[config.mk]
export PLATFORM = sky130hd
export DESIGN_NAME = descriptor_string_config_regs
export DESIGN_NICKNAME = d
export VERILOG_FILES = /design/src/desc_string_pkg.sv /design/src/descriptor_string_config_regs.sv
export SDC_FILE = /design/constraint.sdc
export NUM_CORES = 1
export LEC_CHECK = 0
export ABC_CLOCK_PERIOD_IN_PS = 3800
export BUFFER_PORTS_ARGS = -buffer_cell sky130_fd_sc_hd__buf_2
export CAP_MARGIN = 25
export CORE_MARGIN = 4
export CORE_UTILIZATION = 35
export DETAILED_ROUTE_END_ITERATION = 10
export PLACE_DENSITY = 0.71
export SETUP_SLACK_MARGIN = 0.5
export SYNTH_ARGS = -nofsm -noshare
export SYNTH_HDL_FRONTEND = slang
export SYNTH_SLANG_ARGS = --single-unit
[constraint.sdc]
create_clock -name CLK_SYS -period 3.8 [get_ports CLK_SYS]
set_input_delay 0.76 -clock CLK_SYS [delete_from_list [all_inputs] [get_ports CLK_SYS]]
set_output_delay 0.76 -clock CLK_SYS [all_outputs]
set_load 0.01 [all_outputs]
[src/desc_string_pkg.sv]
// constants for the descriptor string configuration register bank
package desc_string_pkg;
	// register byte offsets
	localparam logic [7:0] UNIQUE_ID_BASE          = 8'h10;
	localparam logic [7:0] UNIQUE_ID_LAST          = 8'h1F;
	localparam logic [7:0] LANGUAGE_CODE_LOW_ADDR  = 8'h20;
	localparam logic [7:0] LANGUAGE_CODE_HIGH_ADDR = 8'h21;
	localparam logic [7:0] SERIAL_LENGTH_ADDR      = 8'h22;
	localparam logic [7:0] MAKER_LENGTH_ADDR       = 8'h23;

	// values after reset
	localparam logic [7:0] LANGUAGE_CODE_LOW_RESET  = 8'h09;
	localparam logic [7:0] LANGUAGE_CODE_HIGH_RESET = 8'h04;
	localparam logic [5:0] SERIAL_LENGTH_RESET      = 6'h18;
	localparam logic [6:0] MAKER_LENGTH_RESET       = 7'h00;

	// field widths and largest permitted lengths
	localparam int         SERIAL_LENGTH_WIDTH = 6;
	localparam int         MAKER_LENGTH_WIDTH  = 7;
	localparam logic [5:0] SERIAL_LENGTH_MAX   = 6'h20;
	localparam logic [6:0] MAKER_LENGTH_MAX    = 7'h40;

	// string descriptor indices served here and the language code payload size
	localparam logic [1:0] STRING_INDEX_LANGUAGE = 2'h0;
	localparam logic [1:0] STRING_INDEX_SERIAL   = 2'h1;
	localparam logic [1:0] STRING_INDEX_MAKER    = 2'h3;
	localparam logic [7:0] LANGUAGE_CODE_BYTES   = 8'h02;

	// identifier format fields: version nibble (byte 6) and variant bits (byte 8)
	localparam int         UID_VERSION_BYTE = 6;
	localparam logic [3:0] UID_VERSION      = 4'h4;
	localparam int         UID_VARIANT_BYTE = 8;
	localparam logic [1:0] UID_VARIANT      = 2'h2;
endpackage

[src/descriptor_string_config_regs.sv]
// descriptor string configuration registers: identifier, language code, string lengths
//
// Functional notes
// - Sixteen read-only identifier bytes at 10h-1Fh feed the container identifier descriptor.
// - The identifier follows the UUID URN namespace format: version and variant fields.
// - Language code low byte at 20h resets to 09h, returned as low byte.
// - Language code high byte at 21h resets to 04h, returned as high byte.
// - Exactly one language code is reported at string index 0, default 0409h.
// - String override enable high lets writers change language bytes and maker length.
// - Serial length field bits 5:0, reset 18h, never above 32 bytes.
// - Serial override enable high lets writers change the serial length field.
// - Nonzero serial length returns that many serial bytes at string index 1.
// - Maker length field bits 6:0, reset 0, never above 64 bytes.
// - Nonzero maker length returns that many maker bytes at string index 3.
// - Serial length bits 7:6 and maker length bit 7 read as zero.
`timescale 1ns/1ns
module descriptor_string_config_regs
	import desc_string_pkg::*;
#(
	parameter logic [127:0] UID_SEED = 128'h0123_4567_89AB_CDEF_FEDC_BA98_7654_3210 // arbitrary
) (
	// clock, reset, enable
	input  wire logic                           CLK_SYS,
	input  wire logic                           RESET,
	input  wire logic                           CE,
	// override enables from the configuration registers
	input  wire logic                           STRING_OVERRIDE_ENABLE,
	input  wire logic                           SERIAL_OVERRIDE_ENABLE,
	// byte register port (smbus host or eeprom loader)
	input  wire logic [7:0]                     REG_ADDR,
	input  wire logic [7:0]                     REG_WDATA,
	input  wire logic                           REG_WRITE,
	input  wire logic                           REG_READ,
	output logic      [7:0]                     REG_RDATA,
	output logic                                REG_RVALID,
	// descriptor logic request
	input  wire logic                           DESC_REQ,
	input  wire logic [1:0]                     DESC_INDEX,
	output logic                                DESC_ACK,
	output logic      [7:0]                     DESC_LENGTH,
	output logic                                DESC_PRESENT,
	// descriptor field values
	output logic      [127:0]                   UNIQUE_ID,
	output logic      [15:0]                    LANGUAGE_CODE,
	output logic      [SERIAL_LENGTH_WIDTH-1:0] SERIAL_STRING_LENGTH,
	output logic      [MAKER_LENGTH_WIDTH-1:0]  MAKER_STRING_LENGTH
);

	// force the version and variant fields onto the identifier
	function automatic logic [127:0] format_uid(input logic [127:0] seed);
		logic [127:0] uid;
		uid = seed;
		uid[UID_VERSION_BYTE*8+4 +: 4] = UID_VERSION;
		uid[UID_VARIANT_BYTE*8+6 +: 2] = UID_VARIANT;
		return uid;
	endfunction

	// clamp a written length to its largest permitted value
	function automatic logic [7:0] clamp_length(input logic [7:0] value, input logic [7:0] limit);
		return (value > limit) ? limit : value;
	endfunction

	// identifier is fixed at build time and needs no storage
	localparam logic [127:0] UID_VALUE = format_uid(UID_SEED);

	// stored fields and their next values
	logic [7:0]                     language_code_low;
	logic [7:0]                     language_code_high;
	logic [SERIAL_LENGTH_WIDTH-1:0] serial_string_length;
	logic [MAKER_LENGTH_WIDTH-1:0]  maker_string_length;
	logic [7:0]                     next_language_code_low;
	logic [7:0]                     next_language_code_high;
	logic [SERIAL_LENGTH_WIDTH-1:0] next_serial_string_length;
	logic [MAKER_LENGTH_WIDTH-1:0]  next_maker_string_length;
	logic [7:0]                     serial_clamped;
	logic [7:0]                     maker_clamped;

	// writable fields: stored only while their override enable is high
	always_comb begin
		next_language_code_low  = language_code_low;
		next_language_code_high = language_code_high;
		next_serial_string_length = serial_string_length;
		next_maker_string_length  = maker_string_length;
		// field values over the limit clamp to the maximum; written bits above the field are dropped
		serial_clamped = clamp_length({2'h0, REG_WDATA[5:0]}, {2'h0, SERIAL_LENGTH_MAX});
		maker_clamped  = clamp_length({1'h0, REG_WDATA[6:0]}, {1'h0, MAKER_LENGTH_MAX});
		// unmapped or read-only addresses fall to the default and change nothing
		if (REG_WRITE) begin
			case (REG_ADDR)
				LANGUAGE_CODE_LOW_ADDR: begin
					if (STRING_OVERRIDE_ENABLE) next_language_code_low = REG_WDATA;
				end
				LANGUAGE_CODE_HIGH_ADDR: begin
					if (STRING_OVERRIDE_ENABLE) next_language_code_high = REG_WDATA;
				end
				SERIAL_LENGTH_ADDR: begin
					if (SERIAL_OVERRIDE_ENABLE) begin
						next_serial_string_length = serial_clamped[5:0];
					end
				end
				MAKER_LENGTH_ADDR: begin
					if (STRING_OVERRIDE_ENABLE) begin
						next_maker_string_length = maker_clamped[6:0];
					end
				end
				default: begin
					next_language_code_low = language_code_low;
				end
			endcase
		end
	end

	// field registers; reset also waits for the enable, so a frozen bank keeps all
	always_ff @(posedge CLK_SYS) begin
		if (CE) begin
			if (RESET) begin
				language_code_low    <= LANGUAGE_CODE_LOW_RESET;
				language_code_high   <= LANGUAGE_CODE_HIGH_RESET;
				serial_string_length <= SERIAL_LENGTH_RESET;
				maker_string_length  <= MAKER_LENGTH_RESET;
			end else begin
				language_code_low    <= next_language_code_low;
				language_code_high   <= next_language_code_high;
				serial_string_length <= next_serial_string_length;
				maker_string_length  <= next_maker_string_length;
			end
		end
	end

	// read data path, one cycle after the read strobe
	logic [7:0] next_rdata;
	logic       next_rvalid;
	logic [3:0] uid_byte_sel;

	always_comb begin
		next_rdata   = 8'h00;
		next_rvalid  = REG_READ;
		uid_byte_sel = REG_ADDR[3:0];
		if (REG_READ) begin
			// identifier bytes decode as a range, the rest by exact address
			if (REG_ADDR >= UNIQUE_ID_BASE && REG_ADDR <= UNIQUE_ID_LAST) begin
				next_rdata = UID_VALUE[uid_byte_sel*8 +: 8];
			end else begin
				// reserved upper bits pad as zero
				case (REG_ADDR)
					LANGUAGE_CODE_LOW_ADDR:  next_rdata = language_code_low;
					LANGUAGE_CODE_HIGH_ADDR: next_rdata = language_code_high;
					SERIAL_LENGTH_ADDR:      next_rdata = {2'h0, serial_string_length};
					MAKER_LENGTH_ADDR:       next_rdata = {1'h0, maker_string_length};
					default:                 next_rdata = 8'h00;
				endcase
			end
		end
	end

	// read answer registers; data falls back to zero when no read was taken
	always_ff @(posedge CLK_SYS) begin
		if (CE) begin
			if (RESET) begin
				REG_RDATA  <= 8'h00;
				REG_RVALID <= 1'h0;
			end else begin
				REG_RDATA  <= next_rdata;
				REG_RVALID <= next_rvalid;
			end
		end
	end

	// string descriptor length lookup for the descriptor logic
	logic [7:0] next_desc_length;
	logic       next_desc_present;
	logic       next_desc_ack;

	always_comb begin
		next_desc_ack     = DESC_REQ;
		next_desc_length  = 8'h00;
		next_desc_present = 1'h0;
		if (DESC_REQ) begin
			case (DESC_INDEX)
				// one language code only, two payload bytes
				STRING_INDEX_LANGUAGE: begin
					next_desc_length  = LANGUAGE_CODE_BYTES;
					next_desc_present = 1'h1;
				end
				STRING_INDEX_SERIAL: begin
					next_desc_length  = {2'h0, serial_string_length};
					next_desc_present = (serial_string_length != 6'h00);
				end
				STRING_INDEX_MAKER: begin
					next_desc_length  = {1'h0, maker_string_length};
					next_desc_present = (maker_string_length != 7'h00);
				end
				// index 2 is served elsewhere and answers absent here
				default: begin
					next_desc_length  = 8'h00;
					next_desc_present = 1'h0;
				end
			endcase
		end
	end

	// descriptor answer registers, one cycle after the request
	always_ff @(posedge CLK_SYS) begin
		if (CE) begin
			if (RESET) begin
				DESC_ACK     <= 1'h0;
				DESC_LENGTH  <= 8'h00;
				DESC_PRESENT <= 1'h0;
			end else begin
				DESC_ACK     <= next_desc_ack;
				DESC_LENGTH  <= next_desc_length;
				DESC_PRESENT <= next_desc_present;
			end
		end
	end

	// field values straight from the stored registers, identifier from the build-time constant
	assign UNIQUE_ID            = UID_VALUE;
	assign LANGUAGE_CODE        = {language_code_high, language_code_low};
	assign SERIAL_STRING_LENGTH = serial_string_length;
	assign MAKER_STRING_LENGTH  = maker_string_length;

endmodule

# [Yosys cells after proc, flatten, opt, wreduce, memory -nomap -nowiden]
# Cells that the tools add are included.
[op_classes] magnitude_cmp=4 n_eq_ne=6 shift=1 n_mux=17 bitwise=2 n_reduce_logical=17
[op_table] op="indexed part select 128 x 8 -> 8 bit (first input constant)" n=1
[op_table] op="two-way mux 8 bit" n=6
[op_table] op="== test 8 x 6 -> 1 bit (second input constant)" n=4
[op_table] op="case mux 8 bit (4 select lines)" n=1
[op_table] op="two-way mux 7 bit" n=4
[op_table] op="two-way mux 6 bit" n=4
[op_table] op="case mux 7 bit (3 select lines)" n=1
[op_table] op="AND reduction 4 bit" n=4
[op_table] op="nonzero test 2 bit" n=7
[op_table] op=">= comparator 8 x 5 -> 1 bit (second input constant)" n=1
[op_table] op="<= comparator 8 x 5 -> 1 bit (second input constant)" n=1
[op_table] op="> comparator 7 bit (second input constant)" n=1
[op_table] op="nonzero test 7 bit" n=1
[op_table] op="> comparator 6 bit (second input constant)" n=1
[op_table] op="nonzero test 6 bit" n=1
[op_table] op="OR reduction 2 bit" n=2
[op_table] op="case mux 1 bit (3 select lines)" n=1
[op_table] op="== test 2 x 1 -> 1 bit (second input constant)" n=1
[op_table] op="== test 2 bit (second input constant)" n=1
[op_table] op="zero test 2 bit" n=1
[op_table] op="NOT 1 bit" n=2
[op_table] op="logical AND 1 bit" n=1
[word_totals] regBits=48 out_inout_bits=176

# [Depth between registers and ports, before layout]
[logic_depth] depth_word=5 depth_mapped=7

# [Worst setup path before layout]
# OpenSTA, ideal clock, no wires.
[synth_timing] kind="in2reg" start="in REG_ADDR[3]" end="reg language_code_low[0] (enable)" t_arrival_ns=2.113 t_required_ns=3.413 path_slack_ns=1.300 cell_stages=6 n_path_buf=1 path_cell_list="clkbuf_1 inv_1 ha_1 and3b_1 nand4_1 o31ai_1"
[synth_via] elab_chain_cells=3
[synth_rtl] item="start, declared" line_no="descriptor_string_config_regs.sv:30" source="input wire logic [7:0] REG_ADDR,"
[synth_rtl] item="== test 8 x 6 -> 1 bit" line_no="descriptor_string_config_regs.sv:89" source="case (REG_ADDR)"
[synth_rtl] item="nonzero test 2 bit (no source line)"
[synth_rtl] item="AND reduction 4 bit (no source line)"
[synth_rtl] item="end signal, assigned" line_no="descriptor_string_config_regs.sv:122" source="language_code_low <= next_language_code_low;"
[synth_rtl] item="end, declared" line_no="descriptor_string_config_regs.sv:67" source="logic [7:0] language_code_low;"
# No other way between the ends.
# A chain may end at the register's enable or synchronous reset.

# [Worst setup path after layout]
[layout_timing] start="in REG_ADDR[3]" end="reg maker_string_length[0] (netlist: MAKER_STRING_LENGTH[0]) (enable)"
[layout_via] elab_chain_cells=3
[layout_rtl] item="== test 8 x 6 -> 1 bit" line_no="descriptor_string_config_regs.sv:89"
[layout_rtl] item="nonzero test 2 bit (no source line)"
[layout_rtl] item="AND reduction 4 bit (no source line)"
[layout_rtl] item="end signal, assigned" line_no="descriptor_string_config_regs.sv:125" source="maker_string_length <= next_maker_string_length;"
[layout_rtl] item="end, declared" line_no="descriptor_string_config_regs.sv:70" source="logic [MAKER_LENGTH_WIDTH-1:0] maker_string_length;"
# No other way between the ends.

==> summary.txt <==
Die
  – Die area: 10700 um^2
  – Die X-Extent: 104 um
  – Cell Rows: 34
  – Core footprint: 8810 um^2
  – Initial core utilization: 0.363
  – Top Ports: 202
  – Die Span Y: 104 um

CTS
  – Num CTS Buffers: 5
  – H-tree levels: 2
  – Post-CTS Setup Inserts: 0
  – Clock sink count: 47
  – Reg clk slew, reported paths: 0.09 ns
  – Clock latency on the worst-skew pair: 0.30 ns
  – CTS tree: yes
  – Post-CTS Resized: 0
  – Clock root cell: clkbuf_8
  – CTS Hold Bufs: 0
  – Max Root-Sink Buffers: 2

Placement
  – RePlAce Congestion: 0.796
  – Post-DP HPWL: 5420 um
  – PortBufs: 72
  – Cells after DPL: 458

Timing
  – # setup viols final: 0
  – Worst-margin pin slew: 0.923 ns
  – Crit share post-route: 0.608
  – Unrepaired setup endpoints after global routing: false
  – Clock skew: 0.00787 ns
  – Setup TNS: 0 ns
  – Slew HR: 0.378
  – Max-slew violations: 0
  – Final Hold Fails: 0
  – Max Clk Rate: 433 MHz
  – Crit path time final: 2.31 ns

Final layout
  – Final Net Count: 384
  – Most frequent cells in the layout: conb_1 (129), buf_2 (72), edfxtp_1 (47)
  – Layout cells sized above 1: 0.246
  – ANT cells: 0
  – Most common cell after layout, fill and taps aside: conb_1
  – Final std cells w/o fill: 466
  – Synth-to-Final Area Change: 1.92%

Synthesis
  – Library cells used by synthesis: 38
  – Register area share after synthesis: 0.441
  – Synthesized flop and latch total: 47
  – Mapped cell area: 3200 um^2
  – Cell count after synthesis: 286
  – Ys flop type: edfxtp_1
  – Asr flop ratio synth: 0
  – Number of enable flip-flop cells after synthesis: 47
  – Syn avg cell area: 11.2 um^2
  – Synth Warn #: 0

Job
  – Max-cap viol count: 0

Hold path
  – Worst hold path startpoint: SERIAL_STRING_LENGTH[5]$_SDFFCE_PP0P_
  – Path type of the worst min-delay path: reg2reg
  – Worst Hold Path EP: DESC_LENGTH[5]$_SDFFCE_PP0P_
  – Hold Path Depth: 2

Worst setup path
  – Critical path fanouts, max: 8
  – CP Data Required Time: 3.73 ns
  – R2r setup slk: 2.12 ns
  – Crit. End Element: flop
  – Path depth of the worst reg2reg path: 3
  – FF-to-FF Start: MAKER_STRING_LENGTH[4]$_SDFFCE_PP0P_
  – Startpoint types: input port
  – Critical path class: in2reg
  – Worst reg2reg path endpoint: DESC_PRESENT$_SDFFCE_PP0P_
  – Arrival time worst endpoint: 2.24 ns

Routing
  – Vias after detailed routing: 1837
  – Via density: 3.94
  – DRT Pass-1 Iters: 4
  – Routed Antenna Nets: 0
  – Remaining DRCs: 0
  – Drt wl/cell: 14.1 um
  – Drt total wl: 6580 um
  – Initial DRC Count: 99

Power and ir drop
  – Pleak: 1.53 nW
  – PwrDens: 347 nW/um^2
  – Max IR drop VDD: 0.139 mV

Outcome
  – Outcome: completed

Global route
  – First-pass GRT wire length: 10300 um
  – Largest net degree at the start of global routing: 24
  – Overall Global Routing Usage: 0.118
  – Number of global-route vias before repair: 1810
  – Initial antenna violation count: 0
  – Grt ovf: 0
area by class of cell:
cell class / instances / area, um^2
fillers: 901 / 5550
flip-flops and latches: 47 / 1410
multi-input cells: 225 / 1230
repair buffers: 75 / 383
well taps: 108 / 135
clock buffers: 5 / 68.8
clock inverters: 3 / 22.5
inverters: 3 / 11.3
flip-flops by register name, summed over array words and instances, names as in the netlist:
register and count:
REG_RVALID 1, language_code_low 8, DESC_ACK 1, SERIAL_STRING_LENGTH 6, DESC_PRESENT 1, MAKER_STRING_LENGTH 7
REG_RDATA 8, language_code_high 8, DESC_LENGTH 7
cell usage after synthesis, types with 3 or more instances:
library cell | instances | area share
a22o_1 | 8 | 0.022
and2_1 | 10 | 0.020
buf_4 | 129 | 0.30
clkbuf_1 | 4 | 0.0047
edfxtp_1 | 47 | 0.44
inv_1 | 3 | 0.0035
mux2i_1 | 7 | 0.022
mux4_1 | 5 | 0.041
nand2_1 | 5 | 0.0059
nand2b_1 | 4 | 0.0078
nor2_1 | 12 | 0.014
nor2b_1 | 12 | 0.023
o21ai_0 | 6 | 0.0094
or2_2 | 3 | 0.0059
cells by family (layout without fill, tap and decap cells):
group                    count (synthesis)  count (layout)  share of synthesized area
buffers and inverters                  141              86                      0.324
adder cells (fa/ha/maj)                  1               1                    0.00391
XOR/XNOR                                 1               1                    0.00274
other                                    2             129                    0.00235
AO/OA/AOI/OAI                           22              22                     0.0485
AND/OR/NAND/NOR                         59              59                      0.107
flip-flops                              47              47                      0.441
multiplexers                            13              13                     0.0701
power breakdown:
group          switching, W  leakage (nW)  internal [W]
clock              0.000178        0.0489      0.000133
combinational      0.000138          1.04     0.0000595
sequential        0.0000174         0.446      0.000603
per-layer routing:
layer,global-route usage,part of all wire
met1,0.130,0.36
met2,0.206,0.52
met3,0.0429,0.10
met4,0.0513,0.024
met5,0,0
per-stage QoR:
stage	cell area [um^2]	util	hold slack [ns]	total power, W	setup slack, ns
final	3260	0.370	0.678	0.00113	1.49
after global routing	3260	0.370	0.732	0.00118	1.27
after CTS	3260	0.370	0.682	0.00113	1.45
after detailed placement	3170	0.360	0.661	0.000828	1.13
after global placement	3170	0.360	0.655	0.000825	1.29
after floorplan	3670	-	0.655	0.000855	1.30
worst max-delay path, stage by stage:
cell and delay, ns:
buf_2 0.15, inv_1 0.06, ha_1 0.14, and3b_1 0.20
nand4_1 0.15, o21ai_0 0.77
worst max-delay path by stage:
stage | to | cells after the start | startpoint
3_5_place_dp | MAKER_STRING_LENGTH[0]$_SDFFCE_PP0P_ | 6 | REG_ADDR[3]
2_1_floorplan | language_code_low[0]$_SDFFCE_PP1P_ | 6 | REG_ADDR[3]
3_3_place_gp | MAKER_STRING_LENGTH[1]$_SDFFCE_PP0P_ | 6 | REG_ADDR[3]
5_1_grt | MAKER_STRING_LENGTH[0]$_SDFFCE_PP0P_ | 6 | REG_ADDR[3]
6_report | MAKER_STRING_LENGTH[0]$_SDFFCE_PP0P_ | 6 | REG_ADDR[3]
4_1_cts | MAKER_STRING_LENGTH[0]$_SDFFCE_PP0P_ | 6 | REG_ADDR[3]
Power figures use the tool's default switching activity.
